===== config.mk =====
export PLATFORM = sky130hd
export DESIGN_NAME = ccb_master
export DESIGN_NICKNAME = d
export VERILOG_FILES = /design/src/shared/ccb_pkg.sv /design/src/design/ccb_master.sv /design/src/design/ccb_fifo.sv
export SDC_FILE = /design/constraint.sdc
export NUM_CORES = 1
export LEC_CHECK = 0
export ABC_AREA = 1
export BUFFER_PORTS_ARGS = -buffer_cell sky130_fd_sc_hd__buf_2
export CAP_MARGIN = 20
export CORE_MARGIN = 5
export CORE_UTILIZATION = 61
export DETAILED_ROUTE_END_ITERATION = 10
export PLACE_DENSITY_LB_ADDON = 0.15
export SLEW_MARGIN = 20
export SYNTH_ARGS = -nofsm -noshare
export SYNTH_HDL_FRONTEND = slang
export SYNTH_HIERARCHICAL = 1
export SYNTH_SLANG_ARGS = --single-unit

===== constraint.sdc =====
create_clock -name clock_i -period 9 [get_ports clock_i]
set_input_delay 0.9 -clock clock_i [delete_from_list [all_inputs] [get_ports clock_i]]
set_output_delay 0.9 -clock clock_i [all_outputs]
set_load 0.01 [all_outputs]

===== src/shared/ccb_pkg.sv =====
package ccb_pkg;
  localparam int CLK_PERIOD_NS = 8;
  // Bus timing figures in ns; plain defaults, tunable per installation
  localparam int ADDR_SETUP_NS = 40;
  localparam int ADDR_HOLD_NS = 40;
  localparam int DATA_SETUP_NS = 40;
  localparam int STROBE_GAP_NS = 120;
  localparam int CABLE_PROP_NS = 50;
  localparam int SLAVE_RELEASE_NS = 80;
  localparam int DS_AS_SKEW_NS = 40;
  localparam int TIMEOUT_NS = 20000;
  // Least times round up to whole cycles
  function automatic int ns_to_cyc(input int ns);
    int c;
    c = (ns + CLK_PERIOD_NS - 1) / CLK_PERIOD_NS;
    return (c < 1) ? 1 : c;
  endfunction
  localparam int ADDR_SETUP_CYC = ns_to_cyc(ADDR_SETUP_NS);
  localparam int ADDR_HOLD_CYC = ns_to_cyc(ADDR_HOLD_NS);
  localparam int DATA_SETUP_CYC = ns_to_cyc(DATA_SETUP_NS);
  localparam int STROBE_GAP_CYC = ns_to_cyc(STROBE_GAP_NS);
  localparam int GLITCH_CYC = ns_to_cyc(2 * CABLE_PROP_NS);
  localparam int END_SHORT_CYC = ns_to_cyc(DS_AS_SKEW_NS);
  localparam int END_LONG_CYC =
    ns_to_cyc(2 * CABLE_PROP_NS + SLAVE_RELEASE_NS);
  localparam int TIMEOUT_CYC = ns_to_cyc(TIMEOUT_NS);
  localparam int CNT_W = 16;
  localparam int DATA_W = 32;
  localparam int CTRL_W = 4;
  localparam int TAG_W = 5;
  localparam int DIR_BIT = 2;
  localparam int FIFO_DEPTH = 4;
  // Command word layout: {last, write, ctrl, tag, data}
  localparam int CMD_W = 2 + CTRL_W + TAG_W + DATA_W;
  localparam int CMD_LAST = CMD_W - 1;
  localparam int CMD_WR = CMD_W - 2;
endpackage


===== src/design/ccb_master.sv =====
`timescale 1ns/1ps
module ccb_master
  import ccb_pkg::*;
#(
  parameter int TIMEOUT = TIMEOUT_CYC
) (
  input wire logic clock_i,
  input wire logic rst_i,
  // User side: start a cycle
  input wire logic start_i,
  output logic start_ready_o,
  input wire logic broadcast_i,
  input wire logic [CTRL_W-1:0] addr_ctrl_i,
  input wire logic [TAG_W-1:0] addr_tag_i,
  input wire logic [DATA_W-1:0] addr_data_i,
  // User side: transfer commands
  input wire logic cmd_valid_i,
  output logic cmd_ready_o,
  input wire logic cmd_write_i,
  input wire logic cmd_last_i,
  input wire logic [CTRL_W-1:0] cmd_ctrl_i,
  input wire logic [TAG_W-1:0] cmd_tag_i,
  input wire logic [DATA_W-1:0] cmd_data_i,
  // User side: per transfer result
  output logic rsp_valid_o,
  output logic [DATA_W-1:0] rsp_data_o,
  output logic rsp_error_o,
  output logic rsp_timeout_o,
  output logic busy_o,
  // Cable side
  output logic address_strobe_o,
  output logic data_strobe_o,
  input wire logic wait_i,
  input wire logic slave_error_flag_i,
  output logic [CTRL_W-1:0] control_lines_o,
  output logic [TAG_W-1:0] source_tag_lines_o,
  output logic [DATA_W-1:0] mux_lines_o,
  output logic mux_lines_oe_o,
  input wire logic [DATA_W-1:0] mux_lines_i
);
  typedef enum logic [3:0] {
    ST_IDLE = 4'h0,
    ST_ASETUP = 4'h1,
    ST_AHOLD = 4'h2,
    ST_FETCH = 4'h3,
    ST_DSETUP = 4'h4,
    ST_WAITHI = 4'h5,
    ST_WAITLO = 4'h6,
    ST_GAP = 4'h7,
    ST_END = 4'h8
  } ccb_state_e;

  ccb_state_e st_r, st_nxt;
  logic [CNT_W-1:0] cnt_r, cnt_nxt;
  logic [CNT_W-1:0] tmo_r, tmo_nxt;
  logic bcast_r, bcast_nxt;
  logic wr_r, wr_nxt, last_r, last_nxt, err_r, err_nxt;
  logic as_r, as_nxt, dstb_r, dstb_nxt, oe_r, oe_nxt;
  logic [CTRL_W-1:0] ctl_r, ctl_nxt;
  logic [TAG_W-1:0] tag_r, tag_nxt;
  logic [DATA_W-1:0] ad_r, ad_nxt;
  logic rv_r, rv_nxt, re_r, re_nxt, rt_r, rt_nxt;
  logic [DATA_W-1:0] rd_r, rd_nxt;
  logic [1:0] wait_s, err_s;
  logic [DATA_W-1:0] ad_s1, ad_s2;
  logic wait_q, err_q, f_valid, f_ready;
  logic [CMD_W-1:0] f_data, cmd_word;

  ////////////////////////////////////////////////////////////////////////
  // Cable inputs pass two flops before use
  always_ff @(posedge clock_i)
  begin
    if (rst_i)
    begin
      wait_s <= '0;
      err_s <= '0;
      ad_s1 <= '0;
      ad_s2 <= '0;
    end
    else
    begin
      wait_s <= {wait_s[0], wait_i};
      err_s <= {err_s[0], slave_error_flag_i};
      ad_s1 <= mux_lines_i;
      ad_s2 <= ad_s1;
    end
  end
  assign wait_q = wait_s[1];
  assign err_q = err_s[1];

  ////////////////////////////////////////////////////////////////////////
  // Command FIFO: back-pressure reaches the user
  assign cmd_word = {cmd_last_i, cmd_write_i, cmd_ctrl_i, cmd_tag_i,
                     cmd_data_i};
  assign f_ready = (st_r == ST_FETCH);

  ccb_fifo #(
    .WIDTH(CMD_W),
    .DEPTH(FIFO_DEPTH)
  ) u_fifo (
    .clock_i(clock_i),
    .rst_i(rst_i),
    .in_valid_i(cmd_valid_i),
    .in_ready_o(cmd_ready_o),
    .in_data_i(cmd_word),
    .out_valid_o(f_valid),
    .out_ready_i(f_ready),
    .out_data_o(f_data)
  );

  ////////////////////////////////////////////////////////////////////////
  // Cycle sequencer
  assign start_ready_o = (st_r == ST_IDLE);

  always_comb
  begin
    st_nxt = st_r;
    cnt_nxt = (cnt_r == '0) ? '0 : cnt_r - 1'b1;
    tmo_nxt = tmo_r;
    bcast_nxt = bcast_r;
    wr_nxt = wr_r;
    last_nxt = last_r;
    err_nxt = err_r;
    as_nxt = as_r;
    dstb_nxt = dstb_r;
    oe_nxt = oe_r;
    ctl_nxt = ctl_r;
    tag_nxt = tag_r;
    ad_nxt = ad_r;
    rv_nxt = 1'b0;
    re_nxt = re_r;
    rt_nxt = rt_r;
    rd_nxt = rd_r;
    unique case (st_r)
      ST_IDLE:
      begin
        if (start_i)
        begin
          ctl_nxt = addr_ctrl_i;
          tag_nxt = addr_tag_i;
          ad_nxt = addr_data_i;
          oe_nxt = 1'b1;
          bcast_nxt = broadcast_i;
          err_nxt = 1'b0;
          cnt_nxt = CNT_W'(ADDR_SETUP_CYC);
          st_nxt = ST_ASETUP;
        end
      end
      ST_ASETUP:
      begin
        if (cnt_r == '0)
        begin
          as_nxt = 1'b1;
          cnt_nxt = CNT_W'(ADDR_HOLD_CYC);
          st_nxt = ST_AHOLD;
        end
      end
      ST_AHOLD:
      begin
        if (cnt_r == '0)
        begin
          // No wait for WAIT here
          ctl_nxt = '0;
          tag_nxt = '0;
          oe_nxt = 1'b0;
          st_nxt = ST_FETCH;
        end
      end
      ST_FETCH:
      begin
        // Cycle stays open across transfers in any order
        if (f_valid)
        begin
          wr_nxt = f_data[CMD_WR];
          last_nxt = f_data[CMD_LAST];
          ctl_nxt = f_data[DATA_W+TAG_W +: CTRL_W];
          ctl_nxt[DIR_BIT] = f_data[CMD_WR];
          tag_nxt = f_data[DATA_W +: TAG_W];
          ad_nxt = f_data[DATA_W-1:0];
          oe_nxt = f_data[CMD_WR];
          cnt_nxt = CNT_W'(DATA_SETUP_CYC);
          st_nxt = ST_DSETUP;
        end
      end
      ST_DSETUP:
      begin
        // Gap after a previous transfer was served in ST_GAP before reaching here
        if (cnt_r == '0)
        begin
          dstb_nxt = 1'b1;
          tmo_nxt = CNT_W'(TIMEOUT);
          st_nxt = ST_WAITHI;
        end
      end
      ST_WAITHI, ST_WAITLO:
      begin
        tmo_nxt = tmo_r - 1'b1;
        if (st_r == ST_WAITHI && wait_q)
        begin
          cnt_nxt = CNT_W'(GLITCH_CYC);
          st_nxt = ST_WAITLO;
        end
        else if (st_r == ST_WAITLO && wait_q)
          cnt_nxt = CNT_W'(GLITCH_CYC);
        else if (st_r == ST_WAITLO && (!bcast_r || cnt_r == '0))
        begin
          rd_nxt = wr_r ? rd_r : ad_s2;
          re_nxt = err_q;
          rt_nxt = 1'b0;
          rv_nxt = 1'b1;
          if (err_q || !wr_r)
            err_nxt = 1'b1;
          else
            err_nxt = 1'b0;
          dstb_nxt = 1'b0;
          oe_nxt = 1'b0;
          cnt_nxt = CNT_W'(STROBE_GAP_CYC);
          st_nxt = ST_GAP;
        end
        if (tmo_r == '0)
        begin
          // A dead slave must not hang the cable
          rv_nxt = 1'b1;
          rt_nxt = 1'b1;
          re_nxt = 1'b1;
          err_nxt = 1'b1;
          dstb_nxt = 1'b0;
          oe_nxt = 1'b0;
          last_nxt = 1'b1;
          cnt_nxt = CNT_W'(STROBE_GAP_CYC);
          st_nxt = ST_GAP;
        end
      end
      ST_GAP:
      begin
        if (last_r)
        begin
          cnt_nxt = err_r ? CNT_W'(END_LONG_CYC)
                          : CNT_W'(END_SHORT_CYC);
          st_nxt = ST_END;
        end
        else if (cnt_r == '0)
          st_nxt = ST_FETCH;
      end
      ST_END:
      begin
        if (cnt_r == '0)
        begin
          as_nxt = 1'b0;
          ctl_nxt = '0;
          tag_nxt = '0;
          st_nxt = ST_IDLE;
        end
      end
      default:
        st_nxt = ST_IDLE;
    endcase
  end

  always_ff @(posedge clock_i)
  begin
    if (rst_i)
    begin
      st_r <= ST_IDLE;
      cnt_r <= '0;
      tmo_r <= '0;
      bcast_r <= 1'b0;
      wr_r <= 1'b0;
      last_r <= 1'b0;
      err_r <= 1'b0;
      as_r <= 1'b0;
      dstb_r <= 1'b0;
      oe_r <= 1'b0;
      ctl_r <= '0;
      tag_r <= '0;
      ad_r <= '0;
      rv_r <= 1'b0;
      re_r <= 1'b0;
      rt_r <= 1'b0;
      rd_r <= '0;
    end
    else
    begin
      st_r <= st_nxt;
      cnt_r <= cnt_nxt;
      tmo_r <= tmo_nxt;
      bcast_r <= bcast_nxt;
      wr_r <= wr_nxt;
      last_r <= last_nxt;
      err_r <= err_nxt;
      as_r <= as_nxt;
      dstb_r <= dstb_nxt;
      oe_r <= oe_nxt;
      ctl_r <= ctl_nxt;
      tag_r <= tag_nxt;
      ad_r <= ad_nxt;
      rv_r <= rv_nxt;
      re_r <= re_nxt;
      rt_r <= rt_nxt;
      rd_r <= rd_nxt;
    end
  end

  assign address_strobe_o = as_r;
  assign data_strobe_o = dstb_r;
  assign control_lines_o = ctl_r;
  assign source_tag_lines_o = tag_r;
  assign mux_lines_o = ad_r;
  assign mux_lines_oe_o = oe_r;
  assign rsp_valid_o = rv_r;
  assign rsp_data_o = rd_r;
  assign rsp_error_o = re_r;
  assign rsp_timeout_o = rt_r;
  assign busy_o = (st_r != ST_IDLE);
endmodule // ccb_master


===== src/design/ccb_fifo.sv =====
`timescale 1ns/1ps
module ccb_fifo #(
  parameter int WIDTH = 8,
  parameter int DEPTH = 4
) (
  input wire logic clock_i,
  input wire logic rst_i,
  input wire logic in_valid_i,
  output logic in_ready_o,
  input wire logic [WIDTH-1:0] in_data_i,
  output logic out_valid_o,
  input wire logic out_ready_i,
  output logic [WIDTH-1:0] out_data_o
);
  localparam int AW = (DEPTH > 1) ? $clog2(DEPTH) : 1;
  logic [WIDTH-1:0] mem_r [DEPTH];
  logic [WIDTH-1:0] mem_nxt [DEPTH];
  logic [AW-1:0] rd_r, rd_nxt, wr_r, wr_nxt;
  logic [AW:0] cnt_r, cnt_nxt;
  logic push, pop;

  function automatic logic [AW-1:0] bump(input logic [AW-1:0] p);
    return (p == AW'(DEPTH - 1)) ? '0 : p + 1'b1;
  endfunction

  assign in_ready_o = (cnt_r != (AW+1)'(DEPTH));
  assign out_valid_o = (cnt_r != '0);
  assign out_data_o = mem_r[rd_r];
  assign push = in_valid_i && in_ready_o;
  assign pop = out_valid_o && out_ready_i;

  always_comb
  begin
    mem_nxt = mem_r;
    wr_nxt = wr_r;
    rd_nxt = rd_r;
    cnt_nxt = cnt_r;
    if (push)
    begin
      mem_nxt[wr_r] = in_data_i;
      wr_nxt = bump(wr_r);
    end
    if (pop)
      rd_nxt = bump(rd_r);
    if (push && !pop)
      cnt_nxt = cnt_r + 1'b1;
    else if (pop && !push)
      cnt_nxt = cnt_r - 1'b1;
  end

  always_ff @(posedge clock_i)
  begin
    mem_r <= mem_nxt;
    if (rst_i)
    begin
      rd_r <= '0;
      wr_r <= '0;
      cnt_r <= '0;
    end
    else
    begin
      rd_r <= rd_nxt;
      wr_r <= wr_nxt;
      cnt_r <= cnt_nxt;
    end
  end
endmodule // ccb_fifo


Yosys cells after proc, flatten, opt, wreduce, memory -nomap -nowiden
Cells that the tools add are included.

storage, ports and cells
  bits in latches = 0
  input port bits = 123
  word-level logic and storage cells = 188
  RAM bits = 0
  ROM bits = 0
  output and inout port bits = 82
  register bits = 366
  memories kept = 0

operators by class
  muxes and demuxes = 75
  bitwise gates (word level) = 6
  $mul = 0
  eq/ne operators = 26
  shift-type cells = 0
  divide/modulo/power cells = 0
  order comparisons = 3
  add/subtract/negate cells = 6
  reductions and logical operators = 44

operators by type and width
  operator                                             number
  bitwise mux 172 bit                                  1
  two-way mux 16 bit                                   10
  two-way mux 43 bit                                   3
  binary-select mux 43 bit (select 2 bit)              1
  demux 43 bit (select 2 bit)                          1
  one-hot mux 16 bit (5 select lines)                  1
  two-way mux 32 bit                                   2
  one-hot mux 32 bit (2 select lines)                  1
  two-way mux 4 bit                                    13
  logical NOT 16 bit                                   2
  one-hot mux 16 bit (2 select lines)                  1
  one-hot mux 4 bit (8 select lines)                   1
  subtractor 16 x 1 -> 16 bit, second input constant   2
  two-way mux 1 bit                                    25
  two-way mux 5 bit                                    4
  equality test 4 x 3 -> 1 bit, second input constant  4
  one-hot mux 5 bit (3 select lines)                   1
  AND reduction 5 bit                                  3
  AND reduction 7 bit                                  2
  nonzero test 2 bit                                   7
  inequality test 2 bit, second input constant         6
  inequality test 3 bit, second input constant         4
  one-hot mux 4 bit (3 select lines)                   1
  AND reduction 3 bit                                  3
  other kinds (26)                                     61

Longest topological paths before layout
Gate-level depths: netlist of the first run.

  depth in word-level cells = 8
  gate-level depth with buffers = 14

Modules after synthesis
The synthesis of the first run kept the hierarchy.

by module, submodules not included
  module      area an instance (um^2)  instances  cells each
  ccb_master  7634.8                   1          1035
  ccb_fifo    6822.8                   1          482

Worst setup path after synthesis of the first run
OpenSTA, ideal clock, no wires.

  path type = in2reg
  start = input cmd_valid_i
  end = register u_fifo/mem_r[0] in the netlist's numbering (enable)
  setup time = 444 ps
  path slack = 5700 ps
  cell stages on the path = 2
  required time = 8556 ps
  data arrival time = 2857 ps
  cells stage by stage = nand2_1 -> nor2_1

between the ends
  word-level cells in the longest chain between the ends = 1

ends and longest elaborated chain
  element               RTL line          source
  start, declared       ccb_master.sv:17  input wire logic cmd_valid_i,
  logical AND 1 bit     ccb_fifo.sv:29    assign push = in_valid_i && in_ready_o;
  end signal, assigned  ccb_fifo.sv:53    mem_r <= mem_nxt;
  end, declared         ccb_fifo.sv:16    logic [WIDTH-1:0] mem_r [DEPTH];

No other way between the ends.
A chain may end at the register's enable or synchronous reset.

==> out/metrics.csv, run 1 <==
stage;metric;value;unit
floorplan;io_pins;205;
detailed_routing;vias_per_cell;5.29;
global_routing;antenna_found_initial;8;
cts;worst_skew_pair.late_latency;0.51;ns
global_routing;grt_max_degree;89;
global_routing;grt_pass1_vias;10464;
floorplan;core;23300;um2
sta;final.setup.tns;0;ns
yosys;avgSynthCellArea;9.49;um2
floorplan;die_y;163;um
sta;rsz0062_at_grt;no;
final_layout;area_delta_synth_final;17.3;%
cts;cts_tree;built;
detailed_routing;wire_per_inst;15.7;um
cts;clock_path_buffers;3;
cts;cts_setup_buffers;0;
cts;htree_num_levels;2;
power;power;5.17;mW
yosys;synth_area;14300;um2
final_layout;fin_util;72.2;%
worst_setup_path;cp.required;9.39;ns
hold_path;hold_path.class;flop to flop;
worst_setup_path;cp_cell_sequence;buf_2 > buf_4 > inv_2 > buf_4 > nand2_1 > inv_1 > o21ai_0 > a21oi_1;
sta;period_needed;2.78;ns
worst_setup_path;worst-r2r-setup-slack;6.46;ns
sta;setup_viol;0;
power;peakVddDrop;0.000198;V
floorplan;die_area;26600;um2
sta;clock_skew;0.0135;ns
worst_setup_path;max_stage_delay;0.66;ns
worst_setup_path;cp-start-kind;input pin;
floorplan;initial_core_util;61.5;%
final_layout;finalNetCount;1825;
global_routing;grt_pass1_wl;50.3;mm
worst_setup_path;cpMaxStageDelayCell;buf_4;
floorplan;chipWidth;163;um
cts;cts-resized-gates;0;
worst_setup_path;end_kind;flop;
placement;globalplace.congestion;0.900;
yosys;ys.warnings.count;6;
worst_setup_path;critPathMaxFanout;88;
yosys;synthCells;1508;
yosys;synth_fp_nets;1641;
power;power-per-cell-area;308;nW/um2
sta;finalHoldViolations;0;
worst_setup_path;worst-path-buf-inv;5;
sta;tightest_slew;0.943;ns
cts;cts_hold_buf;0;
worst_setup_path;critPathTopFamily;buffers and inverters;
cts;clk_transition_reported_paths;0.06;ns
cts;cts_buffers;37;
worst_setup_path;critPathKind;input pin to flop;
worst_setup_path;cp_data_arrival_time;3.17;ns
sta;relSlewSlack;37.0;%
sta;fin_crit_sh;30.9;%
power;leakage;7.18;nW
placement;dp_hpwl;19.5;mm
detailed_routing;dr.pass1.iters;5;
cts;cts_root_buf;clkbuf_16;
global_routing;grt_overflow;0;
detailed_routing;antenna_left;0;
sta;hold_ws;0.396;ns
detailed_routing;vias;10807;
sta;slew_violations;0;
status;outcome;finished, final reports clean;
global_routing;track_usage;23.4;%
worst_setup_path;cpMostUsedCell;buf_4;
cts;clock_sinks;362;
detailed_routing;drc;0;
placement;port_buffers;203;
detailed_routing;wl;32.0;mm
flow_run;maxCapViolations;0;
floorplan;rows;56;
detailed_routing;dr.first_iter.drc_count;682;
final_layout;layout-drive-gt1-share;19.6;%
sta;fmax;359;MHz
==> worst min-delay path, cell delays in order (launching register included) <==
cell and delay [ns]:
dfxtp_1 0.29, inv_1 0.04, nor2_1 0.03
==> sequential cells by signal, indices dropped and copies added, names as in the netlist, 2 cells and up <==
register,cells
u_fifo/rd_r,2
source_tag_lines_o,5
st_r,4
rsp_data_o,32
u_fifo/cnt_r,3
ad_s2,32
u_fifo/mem_r,168
tmo_r,16
ad_s1,32
cnt_r,16
control_lines_o,4
u_fifo/wr_r,2
mux_lines_o,32
wait_s,2
err_s,2
==> worst paths after layout <==
kind,from,endpoint,cells past startpoint
setup / recovery,rst_i,tmo_r[5],8
hold reg to reg,ad_s1[27],ad_s2[27],2
hold / removal,ad_s1[27],ad_s2[27],2
setup reg to reg,st_r[0],u_fifo/cnt_r[1],9
==> layout by cell type (no fill, tap or decap), drive strengths merged <==
| master | n |
|---|---|
| o22ai | 42 |
| nand4 | 12 |
| nor3 | 9 |
| or2 | 3 |
| dfxtp | 194 |
| xnor2 | 7 |
| o21ai | 180 |
| clkbuf | 54 |
| and2 | 1 |
| a31oi | 33 |
| a31o | 1 |
| nand2 | 208 |
| a221oi | 1 |
| bufinv | 4 |
| nor4 | 1 |
| ha | 9 |
| nor2 | 280 |
| nor3b | 1 |
| diode | 4 |
| clkinv | 6 |
| or3 | 1 |
| fa | 1 |
| clkinvlp | 1 |
| nand3b | 3 |
| nand3 | 29 |
| buf | 214 |
| inv | 181 |
| a21oi | 62 |
| xor2 | 12 |
| a211oi | 1 |
| edfxtp | 168 |
| o21a | 1 |
==> per-layer routing <==
metal / vias up / GRT usage (%) / wire length, um
li1: 5361 / - / -
met1: 4972 / 29.3 / 12900
met2: 394 / 39.8 / 15300
met3: 72 / 5.25 / 2890
met4: 8 / 9.00 / 894
met5: - / 0 / 42
==> where the power goes <==
part	switching (mW)	leakage, nW	internal, mW	total, mW
registers	0.123	3.13	1.97	2.09
clock network	0.604	0.639	0.977	1.58
logic	0.991	3.41	0.505	1.50
==> area by class of cell <==
class / instances / area, um2
inverter: 179 / 674
clock buffer: 54 / 1110
tap: 319 / 399
antenna: 4 / 10.0
multi-input combinational: 898 / 4390
sequential: 362 / 8930
timing repair buffer: 214 / 1100
fill: 1776 / 6470
clock inverter: 13 / 184
==> stage by stage <==
stage	area, um2	setup WS [ns]	std cells
2_1_floorplan	14300	5.74	1508
3_3_place_gp	15500	5.68	1972
3_5_place_dp	15500	5.69	1972
4_1_cts	16800	6.14	2039
5_1_grt	16800	5.97	2043
6_report	16800	6.22	2043
Note: power is estimated with default switching activity, not from simulation.
==> run 2, diff against run 1 <==
- ABC_AREA: 1 -> 0
- CORE_UTILIZATION: 61 -> 51
- clock period: 9 -> 2.4 ns (I/O delays scaled with it)
==> run 2 against run 1 <==
Compared with the run above:
- register-to-register slack lost 6.3 ns
- clock skew up 0.0068 ns
- critical path type is now flop to flop
- cell count decreased by 16%
==> out/metrics.csv, run 2 <==
stage;metric;value;unit;change
global_routing;grt.met1_usage;24.9;%;-4.3 points
yosys;synth_area;13800;um2;-3.5%
sta;rsz0062_at_grt;no;;
power;power_switching;5.05;mW;+190%
worst_setup_path;cp_data_arrival_time;2.70;ns;-0.47 ns
detailed_routing;drc;0;;unchanged
sta;finalHoldViolations;0;;unchanged
yosys;avgSynthCellArea;13.1;um2;+38%
sta;period_needed;2.27;ns;
detailed_routing;dr.pass1.iters;5;;unchanged
sta;clock_skew;0.0203;ns;+0.00680 ns
cts;clock_sinks;362;;unchanged
worst_setup_path;cpMaxStageDelayCell;or4_1;;
global_routing;grt_max_degree;68;;-24%
detailed_routing;dr.first_iter.drc_count;423;;-38%
status;outcome;finished, final reports clean;;
hold_path;holdPathEnd;control_lines_o[3];;
floorplan;chipWidth;175;um;+7.0%
detailed_routing;wire_per_inst;16.9;um;+7.8%
power;leakage;6.51;nW;-9.2%
floorplan;die_area;30500;um2;+14%
power;intPower;12.4;mW;+260%
sta;hold_ws;0.0210;ns;-0.375 ns
hold_path;min-delay-start;addr_ctrl_i[3];;
final_layout;layout_commonest_cell;buf_2;;
worst_setup_path;r2r_cells;8;;-1
worst_setup_path;worst-r2r-setup-slack;0.13;ns;-6.33 ns
detailed_routing;vias;9015;;-17%
global_routing;use_met3;4.20;%;-1.1 points
final_layout;final_cell_mix;buf_2 (202), dfxtp_1 (192), edfxtp_1 (168);;
final_layout;largest_register_ffs;168;;unchanged
worst_setup_path;critPathKind;flop to flop;;
hold_path;hold_path.class;input pin to flop;;
power;sw_frac_of_total;29.0;%;-4.3 points
detailed_routing;wl;29.1;mm;-9.1%
global_routing;grt_util_met2;32.2;%;-7.7 points
power;power-per-cell-area;1000;nW/um2;+230%
worst_setup_path;max_stage_delay;0.41;ns;-0.25 ns
cts;cts_root_buf;clkbuf_16;;
sta;final.setup.tns;0;ns;unchanged
global_routing;grt_overflow;0;;unchanged
hold_path;worstHoldPathCells;3;;+1
final_layout;finalNetCount;1487;;-19%
final_layout;regMostFlops;u_fifo/mem_r;;
power;pwr-share-seq;44.1;%;+3.6 points
global_routing;gr-max-usage-layer;met2;;
global_routing;antenna_found_initial;5;;-3
floorplan;io_pins;205;;unchanged
cts;cts_buffers;37;;unchanged
worst_setup_path;worst-path-buf-inv;2;;-3
worst_setup_path;rr_endpoint;tmo_r[13];;
cts;htree_num_levels;2;;unchanged
yosys;synth_fp_nets;1186;;-28%
cts;clk_transition_reported_paths;0.06;ns;about the same
worst_setup_path;end_kind;flop;;
final_layout;layout-drive-gt1-share;27.5;%;+7.9 points
worst_setup_path;cpMostUsedCell;buf_4;;
sta;tightest_slew;0.673;ns;-0.270 ns
worst_setup_path;cp.required;2.83;ns;-6.56 ns
placement;dp_hpwl;18.9;mm;-3.1%
placement;port_buffers;203;;unchanged
sta;slew_violations;0;;unchanged
floorplan;die_y;175;um;+7.0%
worst_setup_path;critPathMaxFanout;5;;-94%
sta;fmax;440;MHz;
detailed_routing;vias_per_cell;5.23;;-1.1%
sta;relSlewSlack;55.2;%;+18 points
flow_run;maxCapViolations;0;;unchanged
worst_setup_path;critPathTopFamily;simple AND/OR/NAND/NOR gates;;
worst_setup_path;cp-start-kind;flop;;
floorplan;core;26800;um2;+15%
global_routing;grt_pass1_vias;9055;;-13%
global_routing;track_usage;18.8;%;-4.5 points
worst_setup_path;cp_cell_sequence;nor4_2 > buf_4 > nand4_2 > buf_4 > a2111oi_4 > nand2_2 > or4_1 > a21oi_1;;
worst_setup_path;crit-reg2reg-launch;cnt_r[9];;
yosys;synthCells;1053;;-30%
cts;clock_path_buffers;3;;unchanged
floorplan;rows;60;;+7.1%
power;peakVddDrop;0.000651;V;+230%
detailed_routing;antenna_left;0;;unchanged
sta;setup_viol;0;;unchanged
placement;globalplace.congestion;0.848;;-5.8%
power;comb_power_share;24.9;%;-4.0 points
final_layout;area_delta_synth_final;25.8;%;
power;pwr-share-clk;31.0;%;+0.4 points
cts;worst_skew_pair.late_latency;0.51;ns;about the same
sta;fin_crit_sh;94.7;%;
yosys;ys.warnings.count;6;;unchanged
global_routing;grt_pass1_wl;47.1;mm;-6.5%
cts;cts_tree;built;;
floorplan;initial_core_util;51.5;%;-10 points
run 2: what timing repair did:
action / 4_1_cts / 5_1_grt
hold buffers: 76 / 1
gates resized for setup: 0 / 4
endpoints found under the setup margin: 0 / 51
buffers inserted: 0 / 2
hold endpoints to repair: 202 / 1
run 2: stage by stage:
step	total power, mW	std cells	util, %	setup slack (ns)	cell area, um2
3_3_place_gp	11.9	1577	57.5	0.0701	15400
6_report	17.4	1723	64.8	0.128	17400
2_1_floorplan	10.6	1053	-	0.0104	13800
4_1_cts	17.5	1718	64.7	0.0138	17300
5_1_grt	18.4	1723	64.8	0.00354	17400
3_5_place_dp	12.0	1577	57.5	0.0260	15400
run 2: final cells by class:
type	count	area (um2)
fillers	2072	9430
flip-flops and latches	362	8930
multi-input cells	614	4580
repair buffers	328	2240
clock buffers	50	1030
well taps	341	427
clock inverters	15	124
inverters	11	41.3
diodes	2	5.00
run 2: routing by layer:
layer / part of all wire [%] / wire length [um]
met5: 0.14 / 41
met4: 1.3 / 385
met3: 5.5 / 1610
met2: 49 / 14100
met1: 44 / 12900
run 2: worst max-delay path by stage:
stage | start | end | cells after the start
after CTS | cnt_r[0] | rsp_data_o[3] | 10
after detailed placement | cnt_r[0] | rsp_data_o[3] | 10
after floorplan | st_r[0] | u_fifo/cnt_r[2] | 12
after global routing | st_r[3] | u_fifo/cnt_r[2] | 8
after global placement | cnt_r[0] | mux_lines_oe_o | 10
final | cnt_r[9] | tmo_r[13] | 8
run 2: tightest hold or removal path, cell delays in order:
cell	delay, ns
buf_2	0.07
a221oi_1	0.06
nor3_1	0.11
run 2: power by group through the flow:
| stage | Combinational, mW | Clock, mW | Sequential [mW] |
|---|---|---|---|
| after floorplan | 2.79 | 0 | 7.83 |
| final | 4.34 | 5.41 | 7.69 |
| after global routing | 4.80 | 5.84 | 7.78 |
| after global placement | 4.12 | 0 | 7.78 |
| after detailed placement | 4.18 | 0 | 7.81 |
| after CTS | 4.31 | 5.55 | 7.68 |
==> run 3, diff against run 2 <==
- CORE_UTILIZATION: 51 -> 61
- clock period: 2.4 -> 2.9 ns (I/O delays scaled with it)
==> run 3 against run 2 <==
Compared with the run above:
- register-to-register slack better by 0.25 ns
- global-route usage grew 3.9 points
- design area decreased by 1.9%
- worst hold slack lost 0.0088 ns
- non-clock buffer count shrank 34
- total power fell by 17%
- die area fell by 15%
- core utilization rose by 11 points
- clock power down 12%
- largest power group unchanged
==> out/metrics.csv, run 3 (synthesis gave the netlist of run 2 again) <==
stage;metric;value;unit;change
global_routing;grt_pass1_vias;9245;;+2.1%
sta;fin_crit_sh;87.0;%;-7.7 points
worst_setup_path;cp_data_arrival_time;2.92;ns;+0.22 ns
placement;dp_hpwl;18.3;mm;-3.2%
cts;htree_num_levels;2;;unchanged
power;intPower;10.4;mW;-16%
final_layout;layout-drive-gt1-share;26.5;%;-0.96 points
power;power-per-cell-area;851;nW/um2;-15%
detailed_routing;dr.first_iter.drc_count;670;;+58%
floorplan;core;22400;um2;-16%
global_routing;antenna_found_initial;5;;unchanged
worst_setup_path;end_kind;flop;;
sta;hold_ws;0.0122;ns;-0.00881 ns
final_layout;final_cell_mix;buf_2 (202), dfxtp_1 (192), edfxtp_1 (168);;
worst_setup_path;critPathMaxFanout;34;;+29
final_layout;fin_cells;1634;;-5.2%
sta;rsz0062_at_grt;no;;
placement;dp_slack;0.453;ns;+0.427 ns
floorplan;initial_core_util;61.5;%;+10 points
detailed_routing;antenna_left;0;;unchanged
sta;final.setup.tns;0;ns;unchanged
cts;worst_skew_pair.late_latency;0.51;ns;about the same
floorplan;rows;55;;-8.3%
worst_setup_path;r2r_cells;9;;+1
sta;finalHoldViolations;0;;unchanged
placement;placed_cells;1504;;-4.6%
power;pwr-share-seq;44.1;%;about the same
hold_path;min-delay-start;cmd_data_i[8];;
worst_setup_path;cp-start-kind;flop;;
detailed_routing;dr.pass1.iters;5;;unchanged
final_layout;layout_commonest_cell;buf_2;;
worst_setup_path;crit-reg2reg-launch;st_r[0];;
cts;cts_buffers;36;;-2.7%
cts;clk_transition_reported_paths;0.06;ns;about the same
sta;fmax;396;MHz;-9.9%
global_routing;grt_max_degree;80;;+18%
global_routing;grt_overflow;0;;unchanged
sta;tightest_slew;0.886;ns;+0.213 ns
cts;cts_tree;built;;
detailed_routing;wl;29.4;mm;+1.1%
detailed_routing;vias_per_cell;5.52;;+5.5%
worst_setup_path;cp.required;3.30;ns;+0.47 ns
detailed_routing;vias;9019;;+0.044%
power;pwr-share-clk;32.8;%;+1.8 points
worst_setup_path;critPathKind;flop to flop;;
global_routing;grt_pass1_wl;47.9;mm;+1.8%
sta;clock_skew;0.0110;ns;-0.00930 ns
hold_path;holdPathEnd;u_fifo/mem_r[137];;
cts;clock_sinks;362;;unchanged
floorplan;io_pins;205;;unchanged
worst_setup_path;max_stage_delay;0.39;ns;-0.02 ns
worst_setup_path;cpMaxStageDelayCell;dfxtp_1;;
sta;setup_viol;0;;unchanged
detailed_routing;wire_per_inst;18.0;um;+6.6%
worst_setup_path;crit_start;st_r[0];;
power;leakage;6.39;nW;-1.9%
floorplan;die_y;160;um;-8.1%
hold_path;hold_path.class;input pin to flop;;
final_layout;fin_util;76.0;%;+11 points
power;sw_frac_of_total;28.5;%;-0.52 points
cts;clock_path_buffers;3;;unchanged
detailed_routing;drc;0;;unchanged
flow_run;maxCapViolations;0;;unchanged
cts;cts_setup_buffers;0;;unchanged
final_layout;regMostFlops;u_fifo/mem_r;;
final_layout;num-fill-cells;1384;;-33%
worst_setup_path;rr_endpoint;mux_lines_o[15];;
power;peakVddDrop;0.000679;V;+4.2%
floorplan;chipWidth;160;um;-8.1%
final_layout;finalNetCount;1452;;-2.4%
placement;port_buffers;203;;unchanged
status;outcome;finished, final reports clean;;
power;power_switching;4.13;mW;-18%
sta;relSlewSlack;40.9;%;-14 points
cts;cts_root_buf;clkbuf_16;;
cts;cts_hold_buf;62;;-18%
sta;finalWorstSetupSlack;0.377;ns;+0.250 ns
worst_setup_path;worst-r2r-setup-slack;0.38;ns;+0.25 ns
worst_setup_path;cp_cell_sequence;buf_4 > nor3_1 > nand2b_1 > inv_1 > nand2_1 > nand2_2 > buf_12 > nor2_1 > a211oi_1;;
cts;cts-resized-gates;0;;unchanged
power;comb_power_share;23.1;%;-1.8 points
final_layout;largest_register_ffs;168;;unchanged
hold_path;worstHoldPathCells;1;;-2
global_routing;track_usage;22.8;%;+3.9 points
sta;slew_violations;0;;unchanged
final_layout;area_delta_synth_final;23.4;%;
placement;globalplace.congestion;0.885;;+4.4%
sta;period_needed;2.52;ns;+0.250 ns
floorplan;die_area;25700;um2;-15%
[run 3: cell types whose count changed in the layout (fill, tap and decap cells not counted), moves of 2 or more]
| cell | delta |
|---|---|
| bufinv_16 | +2 |
| clkinv_4 | -3 |
| clkbuf_16 | +3 |
| buf_4 | -15 |
| clkinvlp_4 | +2 |
| dlygate4sd3_1 | -15 |
| buf_12 | -4 |
[run 3: layer usage]
| layer | up-vias | global-route usage [%] | wire length [um] | share of wire [%] |
|---|---|---|---|---|
| li1 | 4376 | - | - | - |
| met1 | 4297 | 30.2 | 12400 | 42 |
| met2 | 288 | 38.4 | 14400 | 49 |
| met3 | 52 | 4.70 | 1820 | 6.2 |
| met4 | 6 | 6.69 | 743 | 2.5 |
| met5 | - | 0 | 33 | 0.11 |
[run 3: how the worst max path moves through the flow]
stage,endpoint,slack (ns)
floorplan,u_fifo/cnt_r[2],0.31
detailed placement,tmo_r[13],0.45
global placement,tmo_r[13],0.52
finish,mux_lines_o[15],0.38
CTS,u_fifo/cnt_r[2],0.42
global route,rsp_data_o[0],0.23
[run 3: final cells by class]
cell class              count  area (um2)  share of cell area (%)
flip-flops and latches    362        8930                    52.4
multi-input cells         614        4550                    26.7
repair buffers            294        1900                    11.1
clock buffers              52        1090                    6.38
well taps                 285         357                    2.09
clock inverters            14         164                   0.962
inverters                  11        41.3                   0.242
diodes                      2        5.00                  0.0294
[run 3: critical path: cells and delay by family (launching register included)]
| kind | cells | cell delay, ns |
|---|---|---|
| simple gates | 5 | 1.15 |
| buf+inv | 3 | 0.59 |
| compound gates | 1 | 0.27 |
| flops | 1 | 0.39 |
[run 3: per-stage QoR]
step | total power, mW | cell area (um2)
finish | 14.5 | 17000
floorplan | 8.78 | 13800
global placement | 9.66 | 15200
detailed placement | 9.75 | 15200
CTS | 14.6 | 17000
global route | 15.3 | 17000
[run 3: power by group through the flow]
stage	clock network [mW]	registers [mW]	logic, mW
floorplan	0	6.48	2.30
global route	5.10	6.46	3.70
detailed placement	0	6.48	3.27
CTS	4.85	6.38	3.36
global placement	0	6.45	3.21
finish	4.76	6.39	3.35
